### config.mk
export PLATFORM = sky130hd
export DESIGN_NAME = fspmt_core
export DESIGN_NICKNAME = d
export VERILOG_FILES = /design/src/core/fspmt_core.v /design/src/core/fspmt_sync2.v /design/src/core/fspmt_idle_timer.v
export VERILOG_INCLUDE_DIRS = /design/src /design/src/core
export SDC_FILE = /design/constraint.sdc
export NUM_CORES = 1
export LEC_CHECK = 0
export ABC_AREA = 1
export BUFFER_PORTS_ARGS = -buffer_cell sky130_fd_sc_hd__buf_2
export CELL_PAD_IN_SITES_DETAIL_PLACEMENT = 0
export CELL_PAD_IN_SITES_GLOBAL_PLACEMENT = 2
export CORE_MARGIN = 8
export CORE_UTILIZATION = 23
export CTS_CLUSTER_DIAMETER = 200
export CTS_CLUSTER_SIZE = 8
export DETAILED_ROUTE_END_ITERATION = 16
export GPL_TIMING_DRIVEN = 0
export PLACE_DENSITY = 0.77
export SYNTH_ARGS = -nofsm -noshare
export SYNTH_HDL_FRONTEND = slang
export SYNTH_SLANG_ARGS = --single-unit
export TNS_END_PERCENT = 10
### constraint.sdc
create_clock -name clk_in -period 1.47 [get_ports clk_in]
set_clock_uncertainty 0.2 [all_clocks]
set_input_delay 0.147 -clock clk_in [delete_from_list [all_inputs] [get_ports clk_in]]
set_output_delay 0.147 -clock clk_in [all_outputs]
set_load 0.05 [all_outputs]
### src/core/fspmt_regs.vh
// Purpose: Offsets, field positions and reset values of the block.
// Assumes: Byte-addressed classic Wishbone slave, 32-bit data.
// Notes: Offsets are byte addresses within the block.
`ifndef FSPMT_REGS_VH
`define FSPMT_REGS_VH

// ==========================================================
// Register offsets
`define FSPMT_OFF_MODEM_STATUS 8'h18
`define FSPMT_OFF_TIMEOUT 8'h1c
`define FSPMT_OFF_INT_ENABLE 8'h20
`define FSPMT_OFF_IRQ_STATUS 8'h24

// ==========================================================
// Field positions
`define FSPMT_MLS_CTS_BIT 4
`define FSPMT_MLS_CHG_BIT 0
`define FSPMT_TOCTL_EN_BIT 7
`define FSPMT_TOCTL_CMP_MSB 6
`define FSPMT_INTEN_RXTO_BIT 0
`define FSPMT_INTEN_MS_BIT 3

// ==========================================================
// Reset values
`define FSPMT_TOCTL_RESET 8'h00
`define FSPMT_INTEN_RESET 4'h0

`endif

### src/core/fspmt_core.v
// Purpose: Modem status (clear-to-send) and receive time-out logic.
// Assumes: Classic Wishbone slave; rx push and tick are single-cycle
//          pulses, rx empty a level, all from the same clock domain.
// Notes: One cycle registered ack; unmapped reads return zero.
//
// Implementation choice: the Wishbone slave port.
`timescale 1ns/1ps
`include "fspmt_regs.vh"

// Notes on behaviour
// - Modem status bit 4 reads as inverse of the active-low CTS pin.
// - Modem status bit 0 sets whenever CTS changes level, either way.
// - Modem status interrupt is flag AND interrupt-enable bit 3.
// - Writes to modem status change nothing.
// - Time-out interrupt only with time-out bit 7 and enable bit 0.
// - New RX word clears the idle counter; it counts baud ticks.
// - Counter equal to compare field with enables raises time-out.
// - Next RX word or RX FIFO empty clears the time-out interrupt.
// - Reserved bits of both registers read zero and do nothing.
module fspmt_core
#(
    parameter CNT_W = 7
)
(
    input wire clk_in,
    input wire sys_rst_in,
    input wire wb_cyc_in,
    input wire wb_stb_in,
    input wire wb_we_in,
    input wire [7:0] wb_adr_in,
    input wire [3:0] wb_sel_in,
    input wire [31:0] wb_dat_in,
    output reg [31:0] wb_dat_out,
    output reg wb_ack_out,
    input wire cts_n_in,
    input wire rx_push_in,
    input wire rx_empty_in,
    input wire baud_tick_in,
    output wire modem_irq_out,
    output wire timeout_irq_out,
    output wire [3:0] interrupt_enable_out
);

// ==========================================================
// State
reg [7:0] timeout_reg;
reg [3:0] interrupt_enable_reg;
reg cts_change_flag_reg;
reg cts_prev_reg;
reg timeout_irq_reg;
wire cts_n_sync;
wire idle_match;
wire [CNT_W-1:0] idle_count;
wire bus_req;
wire bus_wr;
wire bus_rd;
wire cts_changed;
wire [31:0] modem_line_status_reg;
wire timeout_irq_enable;
wire [CNT_W-1:0] timeout_compare_value;

function sel_hit;
    input [7:0] adr;
    input [7:0] off;
    begin
        sel_hit = (adr[7:2] == off[7:2]);
    end
endfunction

// ==========================================================
// Submodules
fspmt_sync2 #(.RESET_VAL(1'b1)) u_cts_sync
(
    .clk_in(clk_in),
    .sys_rst_in(sys_rst_in),
    .async_in(cts_n_in),
    .sync_out(cts_n_sync)
);

fspmt_idle_timer #(.CNT_W(CNT_W)) u_idle_timer
(
    .clk_in(clk_in),
    .sys_rst_in(sys_rst_in),
    .rx_push_in(rx_push_in),
    .baud_tick_in(baud_tick_in),
    .compare_in(timeout_compare_value),
    .match_out(idle_match),
    .count_out(idle_count)
);

// ==========================================================
// Bus decode; access completes on the ack edge only
assign bus_req = wb_cyc_in && wb_stb_in && !wb_ack_out;
assign bus_wr = bus_req && wb_we_in;
assign bus_rd = bus_req && !wb_we_in;

assign timeout_irq_enable = timeout_reg[`FSPMT_TOCTL_EN_BIT];
assign timeout_compare_value = timeout_reg[CNT_W-1:0];

// Reserved bits tied to zero
assign modem_line_status_reg = {27'h000_0000, ~cts_n_sync, 3'h0,
    cts_change_flag_reg};

// ==========================================================
// Register writes; modem status has no write path
always @(posedge clk_in)
begin
    if (sys_rst_in)
    begin
        timeout_reg <= `FSPMT_TOCTL_RESET;
        interrupt_enable_reg <= `FSPMT_INTEN_RESET;
    end
    else if (bus_wr && wb_sel_in[0])
    begin
        if (sel_hit(wb_adr_in, `FSPMT_OFF_TIMEOUT))
            timeout_reg <= wb_dat_in[7:0];
        else if (sel_hit(wb_adr_in, `FSPMT_OFF_INT_ENABLE))
            interrupt_enable_reg <= wb_dat_in[3:0];
        // Modem status offset falls through untouched
    end
end

// ==========================================================
// Read mux and ack
always @(posedge clk_in)
begin
    if (sys_rst_in)
    begin
        wb_ack_out <= 1'b0;
        wb_dat_out <= 32'h0000_0000;
    end
    else
    begin
        wb_ack_out <= bus_req;
        wb_dat_out <= 32'h0000_0000;
        if (bus_rd)
        begin
            if (sel_hit(wb_adr_in, `FSPMT_OFF_MODEM_STATUS))
                wb_dat_out <= modem_line_status_reg;
            else if (sel_hit(wb_adr_in, `FSPMT_OFF_TIMEOUT))
                wb_dat_out <= {24'h00_0000, timeout_reg};
            else if (sel_hit(wb_adr_in, `FSPMT_OFF_INT_ENABLE))
                wb_dat_out <= {28'h000_0000, interrupt_enable_reg};
            else if (sel_hit(wb_adr_in, `FSPMT_OFF_IRQ_STATUS))
                wb_dat_out <= {22'h00_0000, 1'b0, idle_count,
                    timeout_irq_reg, modem_irq_out};
        end
    end
end

// ==========================================================
// CTS change flag; a change in the read cycle wins over clear
assign cts_changed = (cts_n_sync != cts_prev_reg);

always @(posedge clk_in)
begin
    if (sys_rst_in)
    begin
        cts_prev_reg <= 1'b1;
        cts_change_flag_reg <= 1'b0;
    end
    else
    begin
        cts_prev_reg <= cts_n_sync;
        if (cts_changed)
            cts_change_flag_reg <= 1'b1;
        else if (bus_rd && sel_hit(wb_adr_in, `FSPMT_OFF_MODEM_STATUS))
            cts_change_flag_reg <= 1'b0;
    end
end

assign modem_irq_out = cts_change_flag_reg &&
    interrupt_enable_reg[`FSPMT_INTEN_MS_BIT];

// ==========================================================
// Time-out interrupt; clear by new word or empty FIFO
always @(posedge clk_in)
begin
    if (sys_rst_in)
        timeout_irq_reg <= 1'b0;
    else if (rx_push_in || rx_empty_in)
        timeout_irq_reg <= 1'b0;
    else if (idle_match && timeout_irq_enable &&
        interrupt_enable_reg[`FSPMT_INTEN_RXTO_BIT])
        timeout_irq_reg <= 1'b1;
end

// Enables gate the output too, so a disable drops it at once
assign timeout_irq_out = timeout_irq_reg && timeout_irq_enable &&
    interrupt_enable_reg[`FSPMT_INTEN_RXTO_BIT];
assign interrupt_enable_out = interrupt_enable_reg;

endmodule

### src/core/fspmt_sync2.v
// Purpose: Two-flop synchroniser for an asynchronous level.
// Assumes: Input comes from a pin outside the clock domain.
// Notes: First flop is read only by the second flop.
`timescale 1ns/1ps

module fspmt_sync2
#(
    parameter RESET_VAL = 1'b1
)
(
    input wire clk_in,
    input wire sys_rst_in,
    input wire async_in,
    output wire sync_out
);

// ==========================================================
// Synchroniser chain
reg meta_reg;
reg sync_reg;

// Resets to the idle level so no false change at start
always @(posedge clk_in)
begin
    if (sys_rst_in)
    begin
        meta_reg <= RESET_VAL;
        sync_reg <= RESET_VAL;
    end
    else
    begin
        meta_reg <= async_in;
        sync_reg <= meta_reg;
    end
end

assign sync_out = sync_reg;

endmodule

### src/core/fspmt_idle_timer.v
// Purpose: Receive idle tick counter with compare and hold.
// Assumes: Tick and push come from the same clock domain.
// Notes: Counter saturates at the compare value.
`timescale 1ns/1ps

module fspmt_idle_timer
#(
    parameter CNT_W = 7
)
(
    input wire clk_in,
    input wire sys_rst_in,
    input wire rx_push_in,
    input wire baud_tick_in,
    input wire [CNT_W-1:0] compare_in,
    output wire match_out,
    output wire [CNT_W-1:0] count_out
);

// ==========================================================
// Idle tick counter
reg [CNT_W-1:0] idle_tick_counter_reg;
reg [CNT_W-1:0] idle_tick_counter_next;

assign match_out = (idle_tick_counter_reg == compare_in);
assign count_out = idle_tick_counter_reg;

// Restart on each new word, else count ticks until match
always @*
begin
    idle_tick_counter_next = idle_tick_counter_reg;
    if (rx_push_in)
        idle_tick_counter_next = {CNT_W{1'b0}};
    else if (baud_tick_in && !match_out)
        idle_tick_counter_next = idle_tick_counter_reg
            + {{(CNT_W-1){1'b0}}, 1'b1};
end

always @(posedge clk_in)
begin
    if (sys_rst_in)
        idle_tick_counter_reg <= {CNT_W{1'b0}};
    else
        idle_tick_counter_reg <= idle_tick_counter_next;
end

endmodule

; ---- Word-level counts from Yosys, hierarchy flattened
; Cells that the tools add are included.
[op_classes]
bitwise = 4
n_mux = 6
reduce_logical = 25
add_sub_neg = 1
eq_ne = 6
[ops]
columns = operator, count
row1 = 8-bit 2-to-1 mux, 3
row2 = 6-bit by 3-bit equality test with 1-bit output (second input constant), 2
row3 = 6-bit by 4-bit equality test with 1-bit output (second input constant), 2
row4 = 1-bit logical AND, 12
row5 = 7-bit by 1-bit adder with 7-bit output (second input constant), 1
row6 = 7-bit equality test, 1
row7 = 2-bit OR reduction, 3
row8 = 6-bit OR reduction, 1
row9 = 5-bit 2-to-1 mux, 1
row10 = 5-bit OR reduction, 1
row11 = 1-bit NOT, 4
row12 = 1-bit zero test, 3
row13 = 3-bit AND reduction, 1
row14 = 3-bit OR reduction, 1
row15 = 1-bit 2-to-1 mux, 2
row16 = 2-bit AND reduction, 1
row17 = 2-bit nonzero test, 1
row18 = 1-bit logical OR, 1
row19 = 1-bit inequality test, 1
[totals]
reg_bits = 57
inputBits = 53
out_inout_bits = 39

; ---- Depth between registers and ports, before layout
[depth]
ltp_word = 6
ltp_mapped = 10
depth_no_buf = 9

; ---- By module
; From an unflattened synthesis, not the netlist that was laid out.
[unflattened]
cells_unflattened = 294
area_unflattened_um2 = 1961.9
[modules_own_cells]
columns = module, area_each_um2, instances, cells_each
row1 = fspmt_core, 1406.3, 1, 210
row2 = fspmt_idle_timer, 496.7, 1, 77
row3 = fspmt_sync2, 58.8, 1, 7

; ---- Worst setup path before layout
; OpenSTA, ideal clock, no wires.
[synth_timing]
path_kind = reg2out
from = register interrupt_enable_reg[0] (netlist: interrupt_enable_out[0])
to = output port timeout_irq_out
required_ps = 1123
setup_slack_ps = -319
stages_incl_launch_ff = 3
arrival_ps = 1442
cell_sequence = dfxtp_1 nand2_1 nor2_1
[synth_between]
elab_chain_len = 1
[synth_lines]
columns = element, line_no
row1 = from (decl), fspmt_core.v:47  ; reg [3:0] interrupt_enable_reg;
row2 = from (signal assigned), fspmt_core.v:111  ; interrupt_enable_reg <= `FSPMT_INTEN_RESET;
row3 = from (signal assigned), fspmt_core.v:118  ; interrupt_enable_reg <= wb_dat_in[3:0];
row4 = 1-bit logical AND, fspmt_core.v:189  ; assign timeout_irq_out = timeout_irq_reg && timeout_irq_enable &&
row5 = to (decl), fspmt_core.v:40  ; output wire timeout_irq_out,
; No other way between the ends.

; ---- Worst setup path in the final report
[layout_timing]
from = register u_idle_timer.idle_tick_counter_reg[1] (netlist: u_idle_timer.count_out[1])
to = register u_idle_timer.idle_tick_counter_reg[4] (netlist: u_idle_timer.count_out[4])
[layout_between]
elab_chain_len = 3
elab_cells_between_ends = 4
[layout_lines]
columns = element, line_no
row1 = from (decl), fspmt_idle_timer.v:22  ; reg [CNT_W-1:0] idle_tick_counter_reg;
row2 = from (signal assigned), fspmt_idle_timer.v:42  ; idle_tick_counter_reg <= {CNT_W{1'b0}};
row3 = from (signal assigned), fspmt_idle_timer.v:44  ; idle_tick_counter_reg <= idle_tick_counter_next;
row4 = branches (longest 3 deep; another with 7-bit by 1-bit adder with 7-bit output), -
; Parallel ways; which one is timed is not known.
; A chain may end at the register's enable or synchronous reset.

==> reports/qor.log <==
qor: clocking.cts_root_buffer sky130_fd_sc_hd__clkbuf_8
qor: run_status.status finished, violations left
qor: sta.clock.fmax 690 MHz
qor: floorplanning.core_region_area 8010 um2
qor: clocking.path_clk_slew 0.08 ns
qor: power.power.density_cell_area 744 nW/um2
qor: detailed_routing.detail_route.wl_per_cell 11.7 um
qor: yosys.synth.yosys.warnings 0
qor: yosys.ys_dominant_reg_cell sky130_fd_sc_hd__dfxtp_1
qor: floorplanning.effective_utilization_at_floorplan 23.2%
qor: clocking.tritoncts.num_buffers 5
qor: detailed_routing.detail_route.first_pass.iterations 4
qor: critical_path.critical_path_arrival 1.46 ns
qor: critical_path.crit_path_start_kind flip-flop
qor: global_routing.grtUsageMet1 11.5%
qor: final_layout.fin_util 32.1%
qor: clocking.ctsLongestPathBuffers 2
qor: yosys.synth.cell_area 1860 um2
qor: yosys.netlist-cell-type-count 31
qor: global_routing.grt_start_max_net_pins 11
qor: final_layout.largest_register_ffs 9
qor: run.timing.max_cap.violations 0
qor: floorplanning.design.portCount 92
qor: critical_path.critical_path_class flip-flop to flip-flop
qor: yosys.syn-instance-count 263
qor: hold_path.min_delay_path_depth 4
qor: final_layout.layout.cells.most_common_list sky130_fd_sc_hd__nand2_1, sky130_fd_sc_hd__buf_2, sky130_fd_sc_hd__inv_1
qor: critical_path.required 1.48 ns
qor: sta.worst-slew-pin-transition 0.566 ns
qor: final_layout.antenna_cells 0
qor: clocking.clkLatencyLatePin 0.29 ns
qor: sta.fin_crit 1.45 ns
qor: sta.max_slew_violation_total_from_the_final_report 0
qor: yosys.postSynthRegisterBits 34
qor: global_routing.grt_antenna_before_repair 0
qor: final_layout.final_layout_size_suffix_gt1_share 38.5%
qor: run_status.failed_checks negative hold slack
qor: hold_path.hold_crit_endpoint wb_dat_out[4]$_SDFF_PP0_
qor: sta.final.setup.worst_slack 0.0209 ns
qor: sta.fin_crit_sh 98.6%
qor: critical_path.timing.critical_path.fanout_max 5
qor: hold_path.min_from wb_we_in
qor: global_routing.grt_pass1_vias 1,870
qor: floorplanning.fp.dieArea 11,200 um2
qor: power.ir_drop 364 uV
qor: placed_design.post-dp-hpwl 4030 um
qor: clocking.numClockSinks 34
qor: global_routing.gr-usage-met2 16.8%
qor: yosys.synth-edff-count 0
qor: yosys.ys_top_cells_by_area sky130_fd_sc_hd__dfxtp_1, sky130_fd_sc_hd__nand2_1, sky130_fd_sc_hd__buf_4
qor: final_layout.postLayoutCellArea 2570 um2
qor: clocking.cts_htree_levels 2
qor: global_routing.use_met3 3.09%
qor: yosys.yosysTopAreaCellShare 36.6%
qor: yosys.async_flop_share 0%
qor: critical_path.worst-r2r-setup-slack 0.02 ns
qor: floorplanning.die_w 106 um
qor: critical_path.endpoint_kind flip-flop
qor: global_routing.grt_util_all_layers 9.77%
qor: floorplanning.die_h 106 um
qor: placed_design.buffer_ports.inserted 38
qor: final_layout.layout.cells.most_common sky130_fd_sc_hd__nand2_1
qor: global_routing.remaining_overflow_grt 0
qor: placed_design.detailedPlace.worstSlack -0.186 ns
qor: detailed_routing.detailroute.via_count 1,802
qor: detailed_routing.wire_length_reported_by_the_detailed_router 5250 um
qor: final_layout.area_delta_synth_final 38.4%
qor: global_routing.globalRoute.busiestLayer met2
qor: yosys.synth_area_per_cell 7.07 um2
qor: critical_path.worst_r2r_path_depth 6
qor: sta.grt_setup_unrepaired true
qor: global_routing.wire_length_of_the_first_global_routing_pass 8870 um
qor: final_layout.final_net_count 397
qor: placed_design.finalWeightedCongestion 0.751
qor: hold_path.worst_hold_path_type input pin to flip-flop
qor: detailed_routing.drt-vias-per-instance 4.02
qor: detailed_routing.dr.first_iter.drc_count 48
qor: critical_path.regToRegStartpoint u_idle_timer.count_out[1]$_SDFFE_PP0P_
qor: clocking.tritoncts done
qor: detailed_routing.drc 0
qor: power.post_layout_power 1.92 mW
qor: critical_path.regToRegEndpoint u_idle_timer.count_out[4]$_SDFFE_PP0P_
qor: detailed_routing.antenna_left 0
qor: sta.tightest_hold_margin -0.00636 ns
qor: sta.finalSetupViolCount 0
qor: placed_design.placed_cell_area 2270 um2
qor: sta.final_hold_viol_count 2
qor: floorplanning.rows 33
qor: sta.slew_headroom 62.3%
qor: yosys.synth-seq-area-share 36.6%
qor: power.cellLeakagePower 1.23 nW
qor: yosys.synth_largest_area_cell sky130_fd_sc_hd__dfxtp_1
-- per-layer routing --
metal | routed length (um) | vias to the layer above
li1 | - | 936
met1 | 2440 | 817
met2 | 2490 | 44
met3 | 280 | 5
met4 | 42 | 0
met5 | 0 | -
-- through the flow --
step	TNS (ns)	cells
4_1_cts	-0.164	448
2_1_floorplan	-0.0138	285
3_5_place_dp	-1.97	428
5_1_grt	-0.722	448
6_report	0	448
3_3_place_gp	-1.72	428
-- cell families (layout without fill, tap and decap cells) --
| logic type | count (synthesis) | in the layout | share of synthesized area [%] |
|---|---|---|---|
| buffers and inverters | 69 | 127 | 19.4 |
| xor gates and xnor gates | 5 | 5 | 2.35 |
| AOI/OAI and AO/OA | 45 | 45 | 13.9 |
| DFF | 34 | 34 | 36.6 |
| other | 1 | 23 | 0.202 |
| adders and majority gates | 1 | 1 | 0.672 |
| and+or+nand+nor | 108 | 108 | 26.9 |
-- power breakdown --
part	internal (mW)	total, mW	switching (mW)
clock	0.318	0.671	0.353
sequential	0.920	0.924	0.00384
combinational	0.106	0.321	0.215
-- layout make-up --
cell class	count	area, um2
timing repair buffer	52	332
fill	908	5440
clock inverter	2	10.0
sequential	34	703
buffer	27	203
tap	105	131
inverter	41	155
multi-input combinational	182	972
clock buffer	5	68.8
-- synthesized netlist by cell type, types with 2 or more instances --
cell / n
sky130_fd_sc_hd__a21oi_1: 18
sky130_fd_sc_hd__buf_1: 2
sky130_fd_sc_hd__buf_4: 25
sky130_fd_sc_hd__dfxtp_1: 34
sky130_fd_sc_hd__inv_1: 36
sky130_fd_sc_hd__inv_2: 4
sky130_fd_sc_hd__nand2_1: 54
sky130_fd_sc_hd__nand2_2: 2
sky130_fd_sc_hd__nand3_1: 11
sky130_fd_sc_hd__nand4_1: 2
sky130_fd_sc_hd__nor2_1: 27
sky130_fd_sc_hd__nor2_2: 2
sky130_fd_sc_hd__nor2_4: 3
sky130_fd_sc_hd__nor3_1: 2
sky130_fd_sc_hd__o21ai_0: 16
sky130_fd_sc_hd__o21ai_1: 2
sky130_fd_sc_hd__o21ai_2: 2
sky130_fd_sc_hd__o22ai_1: 4
sky130_fd_sc_hd__or2_2: 2
sky130_fd_sc_hd__xor2_1: 4
-- repair_timing --
item,4_1_cts,5_1_grt
endpoints found under the hold margin,19,0
pin swaps,4,9
setup endpoints to repair,15,21
buffers inserted,2,1
gates resized for setup,13,33
hold buffers,11,0
-- worst max path at each step --
stage / endpoint / cells after the start / startpoint / slack (ns)
2_1_floorplan: timeout_irq_out / 2 / interrupt_enable_out[0]$_SDFFE_PP0P_ / -0.01
3_5_place_dp: wb_dat_out[3]$_SDFF_PP0_ / 7 / wb_ack_out$_SDFF_PP0_ / -0.19
3_3_place_gp: wb_dat_out[3]$_SDFF_PP0_ / 7 / wb_ack_out$_SDFF_PP0_ / -0.18
6_report: u_idle_timer.count_out[4]$_SDFFE_PP0P_ / 6 / u_idle_timer.count_out[1]$_SDFFE_PP0P_ / 0.02
5_1_grt: u_idle_timer.count_out[1]$_SDFFE_PP0P_ / 8 / u_idle_timer.count_out[2]$_SDFFE_PP0P_ / -0.11
4_1_cts: u_idle_timer.count_out[1]$_SDFFE_PP0P_ / 9 / u_idle_timer.count_out[2]$_SDFFE_PP0P_ / -0.03
-- worst max-delay path: stages (launching register included) --
cell,delay (ns)
sky130_fd_sc_hd__dfxtp_2,0.38
sky130_fd_sc_hd__ha_2,0.20
sky130_fd_sc_hd__nand2_1,0.09
sky130_fd_sc_hd__nor2_1,0.13
sky130_fd_sc_hd__xor2_1,0.15
sky130_fd_sc_hd__nand3_1,0.09
sky130_fd_sc_hd__a21oi_1,0.14
Power figures use the tool's default switching activity.
